## src/rsc_cfg.svh

```systemverilog
// rail sequencing control: register offsets, field positions, reset values, timing counts
// assumes a 25 MHz system clock and a 32-bit APB slave port
//
// Function
// - each rail waits its on/off delay, then ramps for its rise/fall time
// - time-based rails ramp independently and finish regardless of other rails
// - start/stop comes from the control pin or the operation command per rail
// - rails bound to the control pin all react on the same pin change
// - page 255 makes operation commands act on all rails together
// - in group mode commands are held and run at the bus stop condition
// - slave starts after master is in regulation; power-good drops at shutdown start
// - power-good output covers all rails by default, or a programmed subset
// - up to four sequencing inputs and eight sequencing outputs
// - each sequencing output is open-drain or driven, with selectable polarity
// - rail on/off depends on chosen rails' power-good and sequencing inputs
// - outputs show combined rail power-good or power-good, overcurrent, outputs-valid
// - a shutdown propagates to rails or controllers that depend on it
// - a rail fault shuts down any configured selection of other rails
// - an immediate-shutdown fault forces dependent rails off immediately too
// - after power-good, an input not at its level before timeout stops the rail
// - timeout enabled per rail with own value; one shared input pin is source
// - pins used for their primary function are not used for sequencing
// - fan-drive and indicator pins serve only as sequencing inputs
// - idle rails keep pulse-width and rectifier enables off
// - regulation comes turn-on delay plus rise time after the command, or up to one update tick sooner
`ifndef RSC_CFG_SVH
`define RSC_CFG_SVH

`define RSC_RAILS 4
`define RSC_SEQ_IN 4
`define RSC_SEQ_OUT 8

// timing: ramp and delay counts are in 10 kHz update ticks
`define RSC_CLK_NS 40
`define RSC_TICK_NS 100000
`define RSC_TICK_CYC (`RSC_TICK_NS / `RSC_CLK_NS)

// register byte offsets
`define RSC_PAGE_ADDR 12'h000
`define RSC_OPER_ADDR 12'h004
`define RSC_ONOFF_ADDR 12'h008
`define RSC_CTRL_ADDR 12'h00C
`define RSC_PGMASK_ADDR 12'h010
`define RSC_STATUS_ADDR 12'h014
`define RSC_TIM_BASE 12'h040
`define RSC_DEP_BASE 12'h080
`define RSC_OUT_BASE 12'h0A0

// fields
`define RSC_PAGE_ALL 8'hFF
`define RSC_OP_ON_BIT 7
`define RSC_CTRL_GROUP 0
`define RSC_CTRL_LEVEL 3
`define RSC_DEP_TMO_EN 12
`define RSC_DEP_IMM 13
`define RSC_OUT_OD 6
`define RSC_OUT_INV 7
`define RSC_OUT_EN 8

// reset values
`define RSC_ONOFF_RST 8'hAA
`define RSC_PGMASK_RST 4'hF
`define RSC_CTRL_RST 4'h0

`endif

```

## src/rsc_pkg.sv

```systemverilog
// rail sequencing control: state types
// assumes rsc_cfg.svh on the include path
`include "rsc_cfg.svh"

package rsc_pkg;

  typedef enum logic [2:0] {
    RSC_OFF, RSC_ON_DLY, RSC_RISE, RSC_REG, RSC_OFF_DLY, RSC_FALL
  } rsc_rail_type;

  typedef struct packed {
    logic [1:0] ctl_sync;
    logic [`RSC_SEQ_IN-1:0] pin_s1;
    logic [`RSC_SEQ_IN-1:0] pin_s2;
    logic [7:0] page;
    logic [`RSC_RAILS-1:0] op_on;
    logic pend_v;
    logic pend_on;
    logic [7:0] pend_page;
    logic [7:0] onoff;
    logic [3:0] control;
    logic [`RSC_RAILS-1:0] pg_mask;
    logic [`RSC_RAILS-1:0][3:0][15:0] timing;
    logic [`RSC_RAILS-1:0][31:0] dep;
    logic [`RSC_SEQ_OUT-1:0][8:0] outcfg;
    rsc_rail_type [`RSC_RAILS-1:0] rail;
    logic [`RSC_RAILS-1:0][15:0] cnt;
    logic [`RSC_RAILS-1:0][15:0] tmo_cnt;
    logic [`RSC_RAILS-1:0] tmo_done;
    logic [`RSC_RAILS-1:0] faulted;
    logic [`RSC_RAILS-1:0] tmo_err;
    logic [11:0] tick;
    logic od_valid;
    logic [`RSC_RAILS-1:0] pwm_en;
    logic [`RSC_RAILS-1:0] sync_rectifier_enable;
    logic [`RSC_RAILS-1:0] rail_pg;
    logic pgood;
    logic [`RSC_SEQ_OUT-1:0] seq_o;
    logic [`RSC_SEQ_OUT-1:0] seq_oe;
    logic [31:0] rdata;
    logic ready;
    logic slverr;
  } rsc_state_type;

endpackage

```

## src/rsc_rail_seq.sv

```systemverilog
// rail sequencing control: per-rail delay/ramp sequencer, dependencies, fault
// cascade, input timeout supervision, sequencing outputs and APB registers
// assumes fault and warning inputs come from logic on sys_clk_in; pins are asynchronous
//
// The implementer's own choices: the placing of the registers and the APB register port.
`timescale 1ns/1ps
`include "rsc_cfg.svh"

module rsc_rail_seq #(
  parameter bit SMALL_PKG = 1'b0
) (
  // clock and reset
  input wire logic sys_clk_in,
  input wire logic sys_rst_in,
  // apb slave
  input wire logic psel_in,
  input wire logic penable_in,
  input wire logic pwrite_in,
  input wire logic [11:0] paddr_in,
  input wire logic [31:0] pwdata_in,
  output logic [31:0] prdata_out,
  output logic pready_out,
  output logic pslverr_out,
  // management bus engine
  input wire logic bus_stop_in,
  // pins
  input wire logic ctrl_pin_in,
  input wire logic [`RSC_SEQ_IN-1:0] seq_pin_in,
  input wire logic [`RSC_SEQ_OUT-1:0] pin_primary_in,
  // rail monitors
  input wire logic [`RSC_RAILS-1:0] fault_in,
  input wire logic [`RSC_RAILS-1:0] ocw_in,
  // rail drive and status
  output logic [`RSC_RAILS-1:0] pwm_en_out,
  output logic [`RSC_RAILS-1:0] sync_rectifier_enable_out,
  output logic [`RSC_RAILS-1:0] rail_pg_out,
  output logic pgood_out,
  output logic [`RSC_SEQ_OUT-1:0] seq_out,
  output logic [`RSC_SEQ_OUT-1:0] seq_oe_out
);

  ////////////////////////////////////////////////////////////////////////////
  localparam logic [11:0] TICK_LAST = 12'(`RSC_TICK_CYC - 1);

  rsc_pkg::rsc_state_type st;
  rsc_pkg::rsc_state_type nx;
  logic tick_p;
  logic wr_acc;
  logic [`RSC_RAILS-1:0] pg_now;
  logic [`RSC_RAILS-1:0] fimm;
  logic [`RSC_RAILS-1:0] trip;
  logic [`RSC_RAILS-1:0] onehot;
  logic [15:0] lim;
  logic [15:0] cnt_nx;
  logic ext_ok;
  logic dep_ok;
  logic on_req;
  logic soft_hit;
  logic imm_hit;
  logic tmo_pin_ok;
  logic src_v;
  logic [1:0] src_sel;

  function automatic logic rsc_mapped(input logic [11:0] a);
    rsc_mapped = (a[1:0] == 2'h0) && (a == `RSC_PAGE_ADDR || a == `RSC_OPER_ADDR ||
      a == `RSC_ONOFF_ADDR || a == `RSC_CTRL_ADDR || a == `RSC_PGMASK_ADDR ||
      a == `RSC_STATUS_ADDR || (a & 12'hFC0) == `RSC_TIM_BASE ||
      (a & 12'hFF0) == `RSC_DEP_BASE || (a & 12'hFE0) == `RSC_OUT_BASE);
  endfunction

  // page 255 hits every rail, a page beyond the rails hits none
  function automatic logic [`RSC_RAILS-1:0] rsc_apply(input logic [`RSC_RAILS-1:0] cur,
      input logic [7:0] pg, input logic on);
    rsc_apply = cur;
    for (int i = 0; i < `RSC_RAILS; i++) begin
      if (pg == `RSC_PAGE_ALL || pg == 8'(i)) begin
        rsc_apply[i] = on;
      end
    end
  endfunction

  ////////////////////////////////////////////////////////////////////////////
  always_comb begin
    nx = st;
    lim = 16'h0000;
    cnt_nx = 16'h0000;
    ext_ok = 1'b0;
    dep_ok = 1'b0;
    on_req = 1'b0;
    soft_hit = 1'b0;
    imm_hit = 1'b0;
    onehot = '0;
    src_v = 1'b0;
    src_sel = 2'h0;
    // control and sequencing pins pass two flops before any decision reads them; pin_primary_in is read directly
    nx.ctl_sync = {st.ctl_sync[0], ctrl_pin_in};
    nx.pin_s1 = seq_pin_in;
    nx.pin_s2 = st.pin_s1;
    nx.od_valid = 1'b1;
    tick_p = (st.tick == TICK_LAST);
    nx.tick = tick_p ? 12'h000 : st.tick + 12'h001;
    tmo_pin_ok = (st.pin_s2[st.control[2:1]] == st.control[`RSC_CTRL_LEVEL]);

    // apb: one wait state, the write lands on the edge that samples pready
    wr_acc = psel_in && penable_in && pwrite_in && st.ready && rsc_mapped(paddr_in);
    nx.ready = psel_in && penable_in && !st.ready;
    nx.slverr = psel_in && penable_in && !st.ready && !rsc_mapped(paddr_in);
    nx.rdata = 32'h0000_0000;
    if (psel_in && penable_in && !st.ready) begin
      if (paddr_in == `RSC_PAGE_ADDR) begin
        nx.rdata = {24'h000000, st.page};
      end else if (paddr_in == `RSC_OPER_ADDR) begin
        nx.rdata = {24'h000000, (&(st.op_on | ~rsc_apply('0, st.page, 1'b1))), 7'h00};
      end else if (paddr_in == `RSC_ONOFF_ADDR) begin
        nx.rdata = {24'h000000, st.onoff};
      end else if (paddr_in == `RSC_CTRL_ADDR) begin
        nx.rdata = {28'h0000000, st.control};
      end else if (paddr_in == `RSC_PGMASK_ADDR) begin
        nx.rdata = {28'h0000000, st.pg_mask};
      end else if (paddr_in == `RSC_STATUS_ADDR) begin
        for (int r = 0; r < `RSC_RAILS; r++) begin
          nx.rdata[r] = (st.rail[r] == rsc_pkg::RSC_REG);
          nx.rdata[4 + r] = st.faulted[r];
          nx.rdata[8 + r] = st.tmo_err[r];
          nx.rdata[12 + r] = (st.rail[r] == rsc_pkg::RSC_RISE) ||
            (st.rail[r] == rsc_pkg::RSC_FALL);
        end
      end else if ((paddr_in & 12'hFC0) == `RSC_TIM_BASE) begin
        nx.rdata = {16'h0000, st.timing[paddr_in[5:4]][paddr_in[3:2]]};
      end else if ((paddr_in & 12'hFF0) == `RSC_DEP_BASE) begin
        nx.rdata = st.dep[paddr_in[3:2]];
      end else if ((paddr_in & 12'hFE0) == `RSC_OUT_BASE) begin
        nx.rdata = {23'h000000, st.outcfg[paddr_in[4:2]]};
      end
    end
    if (wr_acc) begin
      if (paddr_in == `RSC_PAGE_ADDR) begin
        nx.page = pwdata_in[7:0];
      end else if (paddr_in == `RSC_OPER_ADDR) begin
        if (st.control[`RSC_CTRL_GROUP]) begin
          // held until the stop closes the group transmission
          nx.pend_v = 1'b1;
          nx.pend_on = pwdata_in[`RSC_OP_ON_BIT];
          nx.pend_page = st.page;
        end else begin
          nx.op_on = rsc_apply(st.op_on, st.page, pwdata_in[`RSC_OP_ON_BIT]);
        end
      end else if (paddr_in == `RSC_ONOFF_ADDR) begin
        nx.onoff = pwdata_in[7:0];
      end else if (paddr_in == `RSC_CTRL_ADDR) begin
        nx.control = pwdata_in[3:0];
      end else if (paddr_in == `RSC_PGMASK_ADDR) begin
        nx.pg_mask = pwdata_in[`RSC_RAILS-1:0];
      end else if (paddr_in == `RSC_STATUS_ADDR) begin
        nx.tmo_err = st.tmo_err & ~pwdata_in[11:8];
      end else if ((paddr_in & 12'hFC0) == `RSC_TIM_BASE) begin
        nx.timing[paddr_in[5:4]][paddr_in[3:2]] = pwdata_in[15:0];
      end else if ((paddr_in & 12'hFF0) == `RSC_DEP_BASE) begin
        nx.dep[paddr_in[3:2]] = pwdata_in;
      end else begin
        nx.outcfg[paddr_in[4:2]] = pwdata_in[8:0];
      end
    end
    if (bus_stop_in && st.pend_v) begin
      nx.op_on = rsc_apply(st.op_on, st.pend_page, st.pend_on);
      // a group write in the stop cycle stays pending for the next stop
      if (!(wr_acc && paddr_in == `RSC_OPER_ADDR && st.control[`RSC_CTRL_GROUP])) begin
        nx.pend_v = 1'b0;
      end
    end

    ////////////////////////////////////////////////////////////////////////
    for (int r = 0; r < `RSC_RAILS; r++) begin
      pg_now[r] = (st.rail[r] == rsc_pkg::RSC_REG);
      fimm[r] = fault_in[r] & st.dep[r][`RSC_DEP_IMM];
    end
    for (int r = 0; r < `RSC_RAILS; r++) begin
      onehot = 4'h1 << r;
      trip[r] = pg_now[r] && st.dep[r][`RSC_DEP_TMO_EN] && !st.tmo_done[r] &&
        !tmo_pin_ok && (st.tmo_cnt[r] >= st.dep[r][31:16]);
      soft_hit = fault_in[r] || (|(fault_in & st.dep[r][11:8])) || trip[r];
      imm_hit = |(fimm & (st.dep[r][11:8] | onehot));
      // a rail bound to the pin reacts on the same synchronised edge as all others
      ext_ok = (!st.onoff[2 * r] || st.ctl_sync[1]) &&
        (!st.onoff[2 * r + 1] || st.op_on[r]);
      dep_ok = (&(pg_now | ~st.dep[r][3:0])) && (&(st.pin_s2 | ~st.dep[r][7:4]));
      // a fault latches off until the rail is commanded off; a new fault wins the clear
      if (!ext_ok) begin
        nx.faulted[r] = 1'b0;
      end
      if (soft_hit || imm_hit) begin
        nx.faulted[r] = 1'b1;
      end
      // losing a dependency stops the rail, so shutdowns ripple down the chain
      on_req = ext_ok && dep_ok && !st.faulted[r] && !soft_hit;
      case (st.rail[r])
        rsc_pkg::RSC_ON_DLY: lim = st.timing[r][0];
        rsc_pkg::RSC_RISE: lim = st.timing[r][1];
        rsc_pkg::RSC_OFF_DLY: lim = st.timing[r][2];
        rsc_pkg::RSC_FALL: lim = st.timing[r][3];
        default: lim = 16'h0000;
      endcase
      cnt_nx = tick_p ? st.cnt[r] + 16'h0001 : st.cnt[r];
      // each rail runs on its own counters, unaware of the others' success
      case (st.rail[r])
        rsc_pkg::RSC_OFF: begin
          nx.cnt[r] = 16'h0000;
          if (on_req) begin
            nx.rail[r] = rsc_pkg::RSC_ON_DLY;
          end
        end
        rsc_pkg::RSC_ON_DLY: begin
          nx.cnt[r] = 16'h0000;
          if (!on_req) begin
            nx.rail[r] = rsc_pkg::RSC_OFF;
          end else if (st.cnt[r] >= lim) begin
            nx.rail[r] = rsc_pkg::RSC_RISE;
          end else begin
            nx.cnt[r] = cnt_nx;
          end
        end
        rsc_pkg::RSC_RISE: begin
          nx.cnt[r] = 16'h0000;
          if (!on_req) begin
            nx.rail[r] = rsc_pkg::RSC_OFF_DLY;
          end else if (st.cnt[r] >= lim) begin
            nx.rail[r] = rsc_pkg::RSC_REG;
          end else begin
            nx.cnt[r] = cnt_nx;
          end
        end
        rsc_pkg::RSC_REG: begin
          nx.cnt[r] = 16'h0000;
          if (!on_req) begin
            nx.rail[r] = rsc_pkg::RSC_OFF_DLY;
          end
        end
        rsc_pkg::RSC_OFF_DLY: begin
          nx.cnt[r] = 16'h0000;
          if (st.cnt[r] >= lim) begin
            nx.rail[r] = rsc_pkg::RSC_FALL;
          end else begin
            nx.cnt[r] = cnt_nx;
          end
        end
        rsc_pkg::RSC_FALL: begin
          nx.cnt[r] = 16'h0000;
          if (st.cnt[r] >= lim) begin
            nx.rail[r] = rsc_pkg::RSC_OFF;
          end else begin
            nx.cnt[r] = cnt_nx;
          end
        end
        default: begin
          nx.rail[r] = rsc_pkg::RSC_OFF;
          nx.cnt[r] = 16'h0000;
        end
      endcase
      if (imm_hit) begin
        nx.rail[r] = rsc_pkg::RSC_OFF;
        nx.cnt[r] = 16'h0000;
      end
      // timeout only runs while regulated; anything else rearms it
      if (!pg_now[r] || nx.rail[r] != rsc_pkg::RSC_REG) begin
        nx.tmo_cnt[r] = 16'h0000;
        nx.tmo_done[r] = 1'b0;
      end else if (st.dep[r][`RSC_DEP_TMO_EN] && !st.tmo_done[r]) begin
        if (tmo_pin_ok) begin
          nx.tmo_done[r] = 1'b1;
        end else if (tick_p) begin
          nx.tmo_cnt[r] = st.tmo_cnt[r] + 16'h0001;
        end
      end
      if (trip[r]) begin
        nx.tmo_err[r] = 1'b1;
      end
      // outputs follow the next state so power-good drops on the shutdown edge
      nx.pwm_en[r] = (nx.rail[r] != rsc_pkg::RSC_OFF) &&
        (nx.rail[r] != rsc_pkg::RSC_ON_DLY);
      nx.sync_rectifier_enable[r] = nx.pwm_en[r] &&
        (nx.rail[r] != rsc_pkg::RSC_FALL);
      nx.rail_pg[r] = (nx.rail[r] == rsc_pkg::RSC_REG);
    end
    nx.pgood = &(nx.rail_pg | ~st.pg_mask);

    ////////////////////////////////////////////////////////////////////////
    for (int n = 0; n < `RSC_SEQ_OUT; n++) begin
      src_sel = st.outcfg[n][5:4];
      case (src_sel)
        2'h0: src_v = &(nx.rail_pg | ~st.outcfg[n][3:0]);
        2'h1: src_v = nx.pgood;
        2'h2: src_v = |ocw_in;
        default: src_v = st.od_valid;
      endcase
      src_v = src_v ^ st.outcfg[n][`RSC_OUT_INV];
      // outputs 6 and 7 sit on pins the small package lacks; fan/indicator pins are inputs only
      if (st.outcfg[n][`RSC_OUT_EN] && !pin_primary_in[n] &&
          !(SMALL_PKG && n >= 6)) begin
        nx.seq_o[n] = st.outcfg[n][`RSC_OUT_OD] ? 1'b0 : src_v;
        nx.seq_oe[n] = st.outcfg[n][`RSC_OUT_OD] ? !src_v : 1'b1;
      end else begin
        nx.seq_o[n] = 1'b0;
        nx.seq_oe[n] = 1'b0;
      end
    end
  end

  ////////////////////////////////////////////////////////////////////////////
  always_ff @(posedge sys_clk_in or posedge sys_rst_in) begin
    if (sys_rst_in) begin
      st <= '0;
      st.onoff <= `RSC_ONOFF_RST;
      st.control <= `RSC_CTRL_RST;
      st.pg_mask <= `RSC_PGMASK_RST;
    end else begin
      st <= nx;
    end
  end

  assign prdata_out = st.rdata;
  assign pready_out = st.ready;
  assign pslverr_out = st.slverr;
  assign pwm_en_out = st.pwm_en;
  assign sync_rectifier_enable_out = st.sync_rectifier_enable;
  assign rail_pg_out = st.rail_pg;
  assign pgood_out = st.pgood;
  assign seq_out = st.seq_o;
  assign seq_oe_out = st.seq_oe;
endmodule

```

## config.mk

```make
export PLATFORM = sky130hd
export DESIGN_NAME = rsc_rail_seq
export DESIGN_NICKNAME = d
export VERILOG_FILES = /design/src/rsc_pkg.sv /design/src/rsc_rail_seq.sv
export VERILOG_INCLUDE_DIRS = /design/src
export SDC_FILE = /design/constraint.sdc
export NUM_CORES = 2
export LEC_CHECK = 0
export ABC_CLOCK_PERIOD_IN_PS = 22200
export BUFFER_PORTS_ARGS = -buffer_cell sky130_fd_sc_hd__buf_4
export CAP_MARGIN = 15
export CORE_MARGIN = 5
export CORE_UTILIZATION = 40
export DETAILED_ROUTE_END_ITERATION = 10
export HOLD_SLACK_MARGIN = 0.06
export SYNTH_ARGS = -nofsm -noshare
export SYNTH_HDL_FRONTEND = slang
export SYNTH_SLANG_ARGS = --single-unit
```

## constraint.sdc

```tcl
create_clock -name sys_clk_in -period 22.2 [get_ports sys_clk_in]
set_input_delay 1.11 -clock sys_clk_in [delete_from_list [all_inputs] [get_ports sys_clk_in]]
set_output_delay 1.11 -clock sys_clk_in [all_outputs]
set_load 0.05 [all_outputs]
```

==> impl_metrics.py <==
metrics = {
    "run_status": {
        "status": "complete, no violations",
    },
    "power_and_ir_drop": {
        "pwr-share-clk": 0.499,
        "seqPwrFrac": 0.465,
        "p_per_area_nw_per_um2": 66.0,
        "p_total_mw": 2.88,
        "p_sw_mw": 0.648,
        "total_leakage_power_nw": 19.8,
        "switching_share": 0.225,
        "internal_power_mw": 2.23,
        "max-vdd-ir-drop_mv": 0.0444,
        "p_comb_frac": 0.035,
    },
    "floorplanning": {
        "die_h_um": 321,
        "rows": 114,
        "dieArea_um2": 103000,
        "start_util": 0.401,
        "dieWidth_um": 321,
        "pin_count": 134,
        "core_um2": 96400,
    },
    "finish": {
        "final_cells": 4613,
        "layout_commonest_cell": "dfrtp_1",
        "utilization": 0.452,
        "drive_gt1_frac": 0.299,
        "fillers": 8922,
        "mostFrequentLayoutCells": "dfrtp_1, mux2_2, nor2_1, nand2_1, buf_4",
        "area_growth_pct": 12.5,
        "nets": 3478,
    },
    "sta": {
        "finalWorstSetupSlack_ns": 16.92,
        "slew_headroom": 0.118,
        "worst_slew_pin_slew_ns": 1.31,
        "fin_tns_setup_ns": 0,
        "rsz0062_at_grt": "no",
        "finClkSkew_ns": 0.0372,
        "setup_viol": 0,
        "period_needed_ns": 5.28,
        "fin_crit_sh": 0.238,
        "max_freq_ghz": 0.189,
        "finalHoldViolCount": 0,
        "drv_slew": 0,
    },
    "synthesis": {
        "synthArstFlopShare": 1.00,
        "yosysWarnings": 0,
        "synthesis.nets": 3446,
        "syn_avg_cell_area_um2": 11.9,
        "synth_area_um2": 38700,
        "ys_seq_area_frac": 0.474,
        "syn_inst": 3238,
        "synth_ff_type": "dfrtp_1",
        "synth_seq_cells": 732,
        "ys_types": 75,
        "synth_edf_count": 0,
    },
    "route": {
        "detail_route.iter0.violations": 2777,
        "vias_per_cell": 5.96,
        "dr.pass1.iters": 6,
        "wl_um": 120000,
        "drc": 0,
        "wl_per_cell_um": 26.0,
        "postRouteAntennaNets": 0,
        "vias": 27516,
    },
    "grt": {
        "grt_max_degree": 155,
        "antenna_found_initial": 3,
        "grt_pass1_wl_um": 180000,
        "grt_pass1_vias": 26952,
        "grt_usage": 0.229,
        "grt_overflow": 0,
    },
    "cts": {
        "cts-resized-gates": 0,
        "cts_tree": "done",
        "cts_hold_buffers": 0,
        "cts_setup_buffers": 0,
        "h-tree-depth": 3,
        "clock_sinks": 732,
        "cts.clk_slew.worst_paths_ns": 0.07,
        "cts_buffer_depth": 3,
        "root_buffer": "clkbuf_16",
        "cts_buffers": 83,
        "clock_latency_ns": 0.66,
    },
    "place": {
        "io_buffers": 133,
        "dp_hpwl_um": 83400,
        "dp_slack_ns": 16.52,
        "gp_congestion": 0.930,
        "dp_cells": 4460,
    },
    "worst_setup_path": {
        "startpoint_type": "flop",
        "worstSetupEndpointType": "flop",
        "required_ns": 22.74,
        "crit_type": "reg2reg",
        "cp_data_arrival_time_ns": 5.82,
        "reg2reg_slack_ns": 16.92,
        "crit_fanout": 16,
    },
    "run": {
        "drv_cap": 0,
    },
    "hold_path": {
        "holdCritPathClass": "reg2reg",
    },
}
## worst max-delay path, stage by stage, from the launching register on
cell      delay [ns]
dfrtp_1         0.50
nor2b_1         0.36
and2_1          0.87
a221oi_1        0.30
ha_1            0.38
nand4_1         0.12
nor3_1          0.24
o21ai_0         0.15
o211a_1         0.39
or3_1           0.63
a221o_1         0.42
a221o_1         0.31
a31oi_1         0.24
mux2i_1         0.23
## synth_stat cells, drive strengths merged (8+ instances only)
| cell | instances | share of area |
|---|---|---|
| a311oi | 8 | 0.0018 |
| and4 | 10 | 0.0023 |
| nor4 | 10 | 0.0020 |
| and3 | 39 | 0.0063 |
| mux4 | 131 | 0.076 |
| nor2b | 8 | 0.0013 |
| nand3 | 75 | 0.0097 |
| a22o | 67 | 0.015 |
| nand2b | 39 | 0.0063 |
| and2 | 23 | 0.0037 |
| nand4 | 54 | 0.0089 |
| o211ai | 9 | 0.0017 |
| ha | 137 | 0.044 |
| buf | 108 | 0.017 |
| a211oi | 13 | 0.0027 |
| nor2 | 251 | 0.025 |
| nor3 | 27 | 0.0038 |
| or2 | 17 | 0.0027 |
| or3 | 23 | 0.0037 |
| nand2 | 182 | 0.018 |
| inv | 103 | 0.010 |
| nor3b | 17 | 0.0037 |
| dfrtp | 724 | 0.47 |
| a22oi | 25 | 0.0049 |
| nand3b | 11 | 0.0021 |
| mux2i | 17 | 0.0044 |
| o21a | 11 | 0.0021 |
| a31oi | 21 | 0.0034 |
| a221o | 18 | 0.0047 |
| a221oi | 71 | 0.017 |
| mux2 | 495 | 0.14 |
| a21oi | 96 | 0.012 |
| xor2 | 82 | 0.019 |
| dfstp | 8 | 0.0054 |
| o21ai | 58 | 0.0075 |
| clkbuf | 132 | 0.013 |
| a2111oi | 8 | 0.0023 |
| a21o | 14 | 0.0027 |
| xnor2 | 43 | 0.010 |
## metrics by stage
| stage | area, um2 | hold WS, ns |
|---|---|---|
| finish | 43500 | 0.349 |
| global placement | 40600 | 0.337 |
| CTS | 43500 | 0.349 |
| detailed placement | 40700 | 0.336 |
| floorplan | 38700 | 0.331 |
| global route | 43500 | 0.354 |
## layer usage
metal,routed length (um),global-route usage,part of all wire
met1,52000,0.324,0.43
met2,53300,0.348,0.44
met3,11100,0.0612,0.093
met4,3710,0.0679,0.031
met5,17,0,0.00014
## kinds of logic (layout without fill, tap and decap cells)
family / count (synthesis) / count (layout) / share of synthesized area
multiplexers: 643 / 643 / 0.225
other: 1 / 5 / 0.0000969
AO/OA/AOI/OAI: 458 / 458 / 0.0867
AND/OR/NAND/NOR: 799 / 799 / 0.102
adder cells (fa/ha/maj): 137 / 137 / 0.0443
XOR/XNOR: 125 / 125 / 0.0288
buffers and inverters: 343 / 438 / 0.0401
flip-flops: 732 / 732 / 0.474
## cell type report
| cell class | instances | area, um2 | share of cell area |
|---|---|---|---|
| Timing Repair Buffer | 187 | 1500 | 0.0345 |
| Inverter | 103 | 394 | 0.00905 |
| Tap cell | 1276 | 1600 | 0.0367 |
| Antenna cell | 4 | 10.0 | 0.000230 |
| Clock buffer | 123 | 2490 | 0.0572 |
| Multi-Input combinational cell | 2163 | 18900 | 0.434 |
| Clock inverter | 25 | 343 | 0.00787 |
| Sequential cell | 732 | 18300 | 0.421 |
## path summary, 6_finish.rpt
| path | end | cells after the start | start |
|---|---|---|---|
| max | seq_out[1] | 13 | st[221] |
| min | st[724] | 0 | nx[724] |
| max reg2reg | seq_out[1] | 13 | st[221] |
| min reg2reg | st[724] | 0 | nx[724] |
| max in group asynchronous | seq_out[7] | 4 | sys_rst_in |
| min in group asynchronous | st[123] | 2 | sys_rst_in |
## power groups by stage
| stage | Combinational, mW | Sequential (mW) | Clock [mW] |
|---|---|---|---|
| 2_1_floorplan | 0.0590 | 1.36 | 0 |
| 3_3_place_gp | 0.102 | 1.36 | 0 |
| 3_5_place_dp | 0.102 | 1.36 | 0 |
| 4_1_cts | 0.102 | 1.34 | 1.46 |
| 5_1_grt | 0.111 | 1.34 | 1.51 |
| 6_report | 0.101 | 1.34 | 1.44 |
No activity file was read; power rests on OpenSTA's default activity.
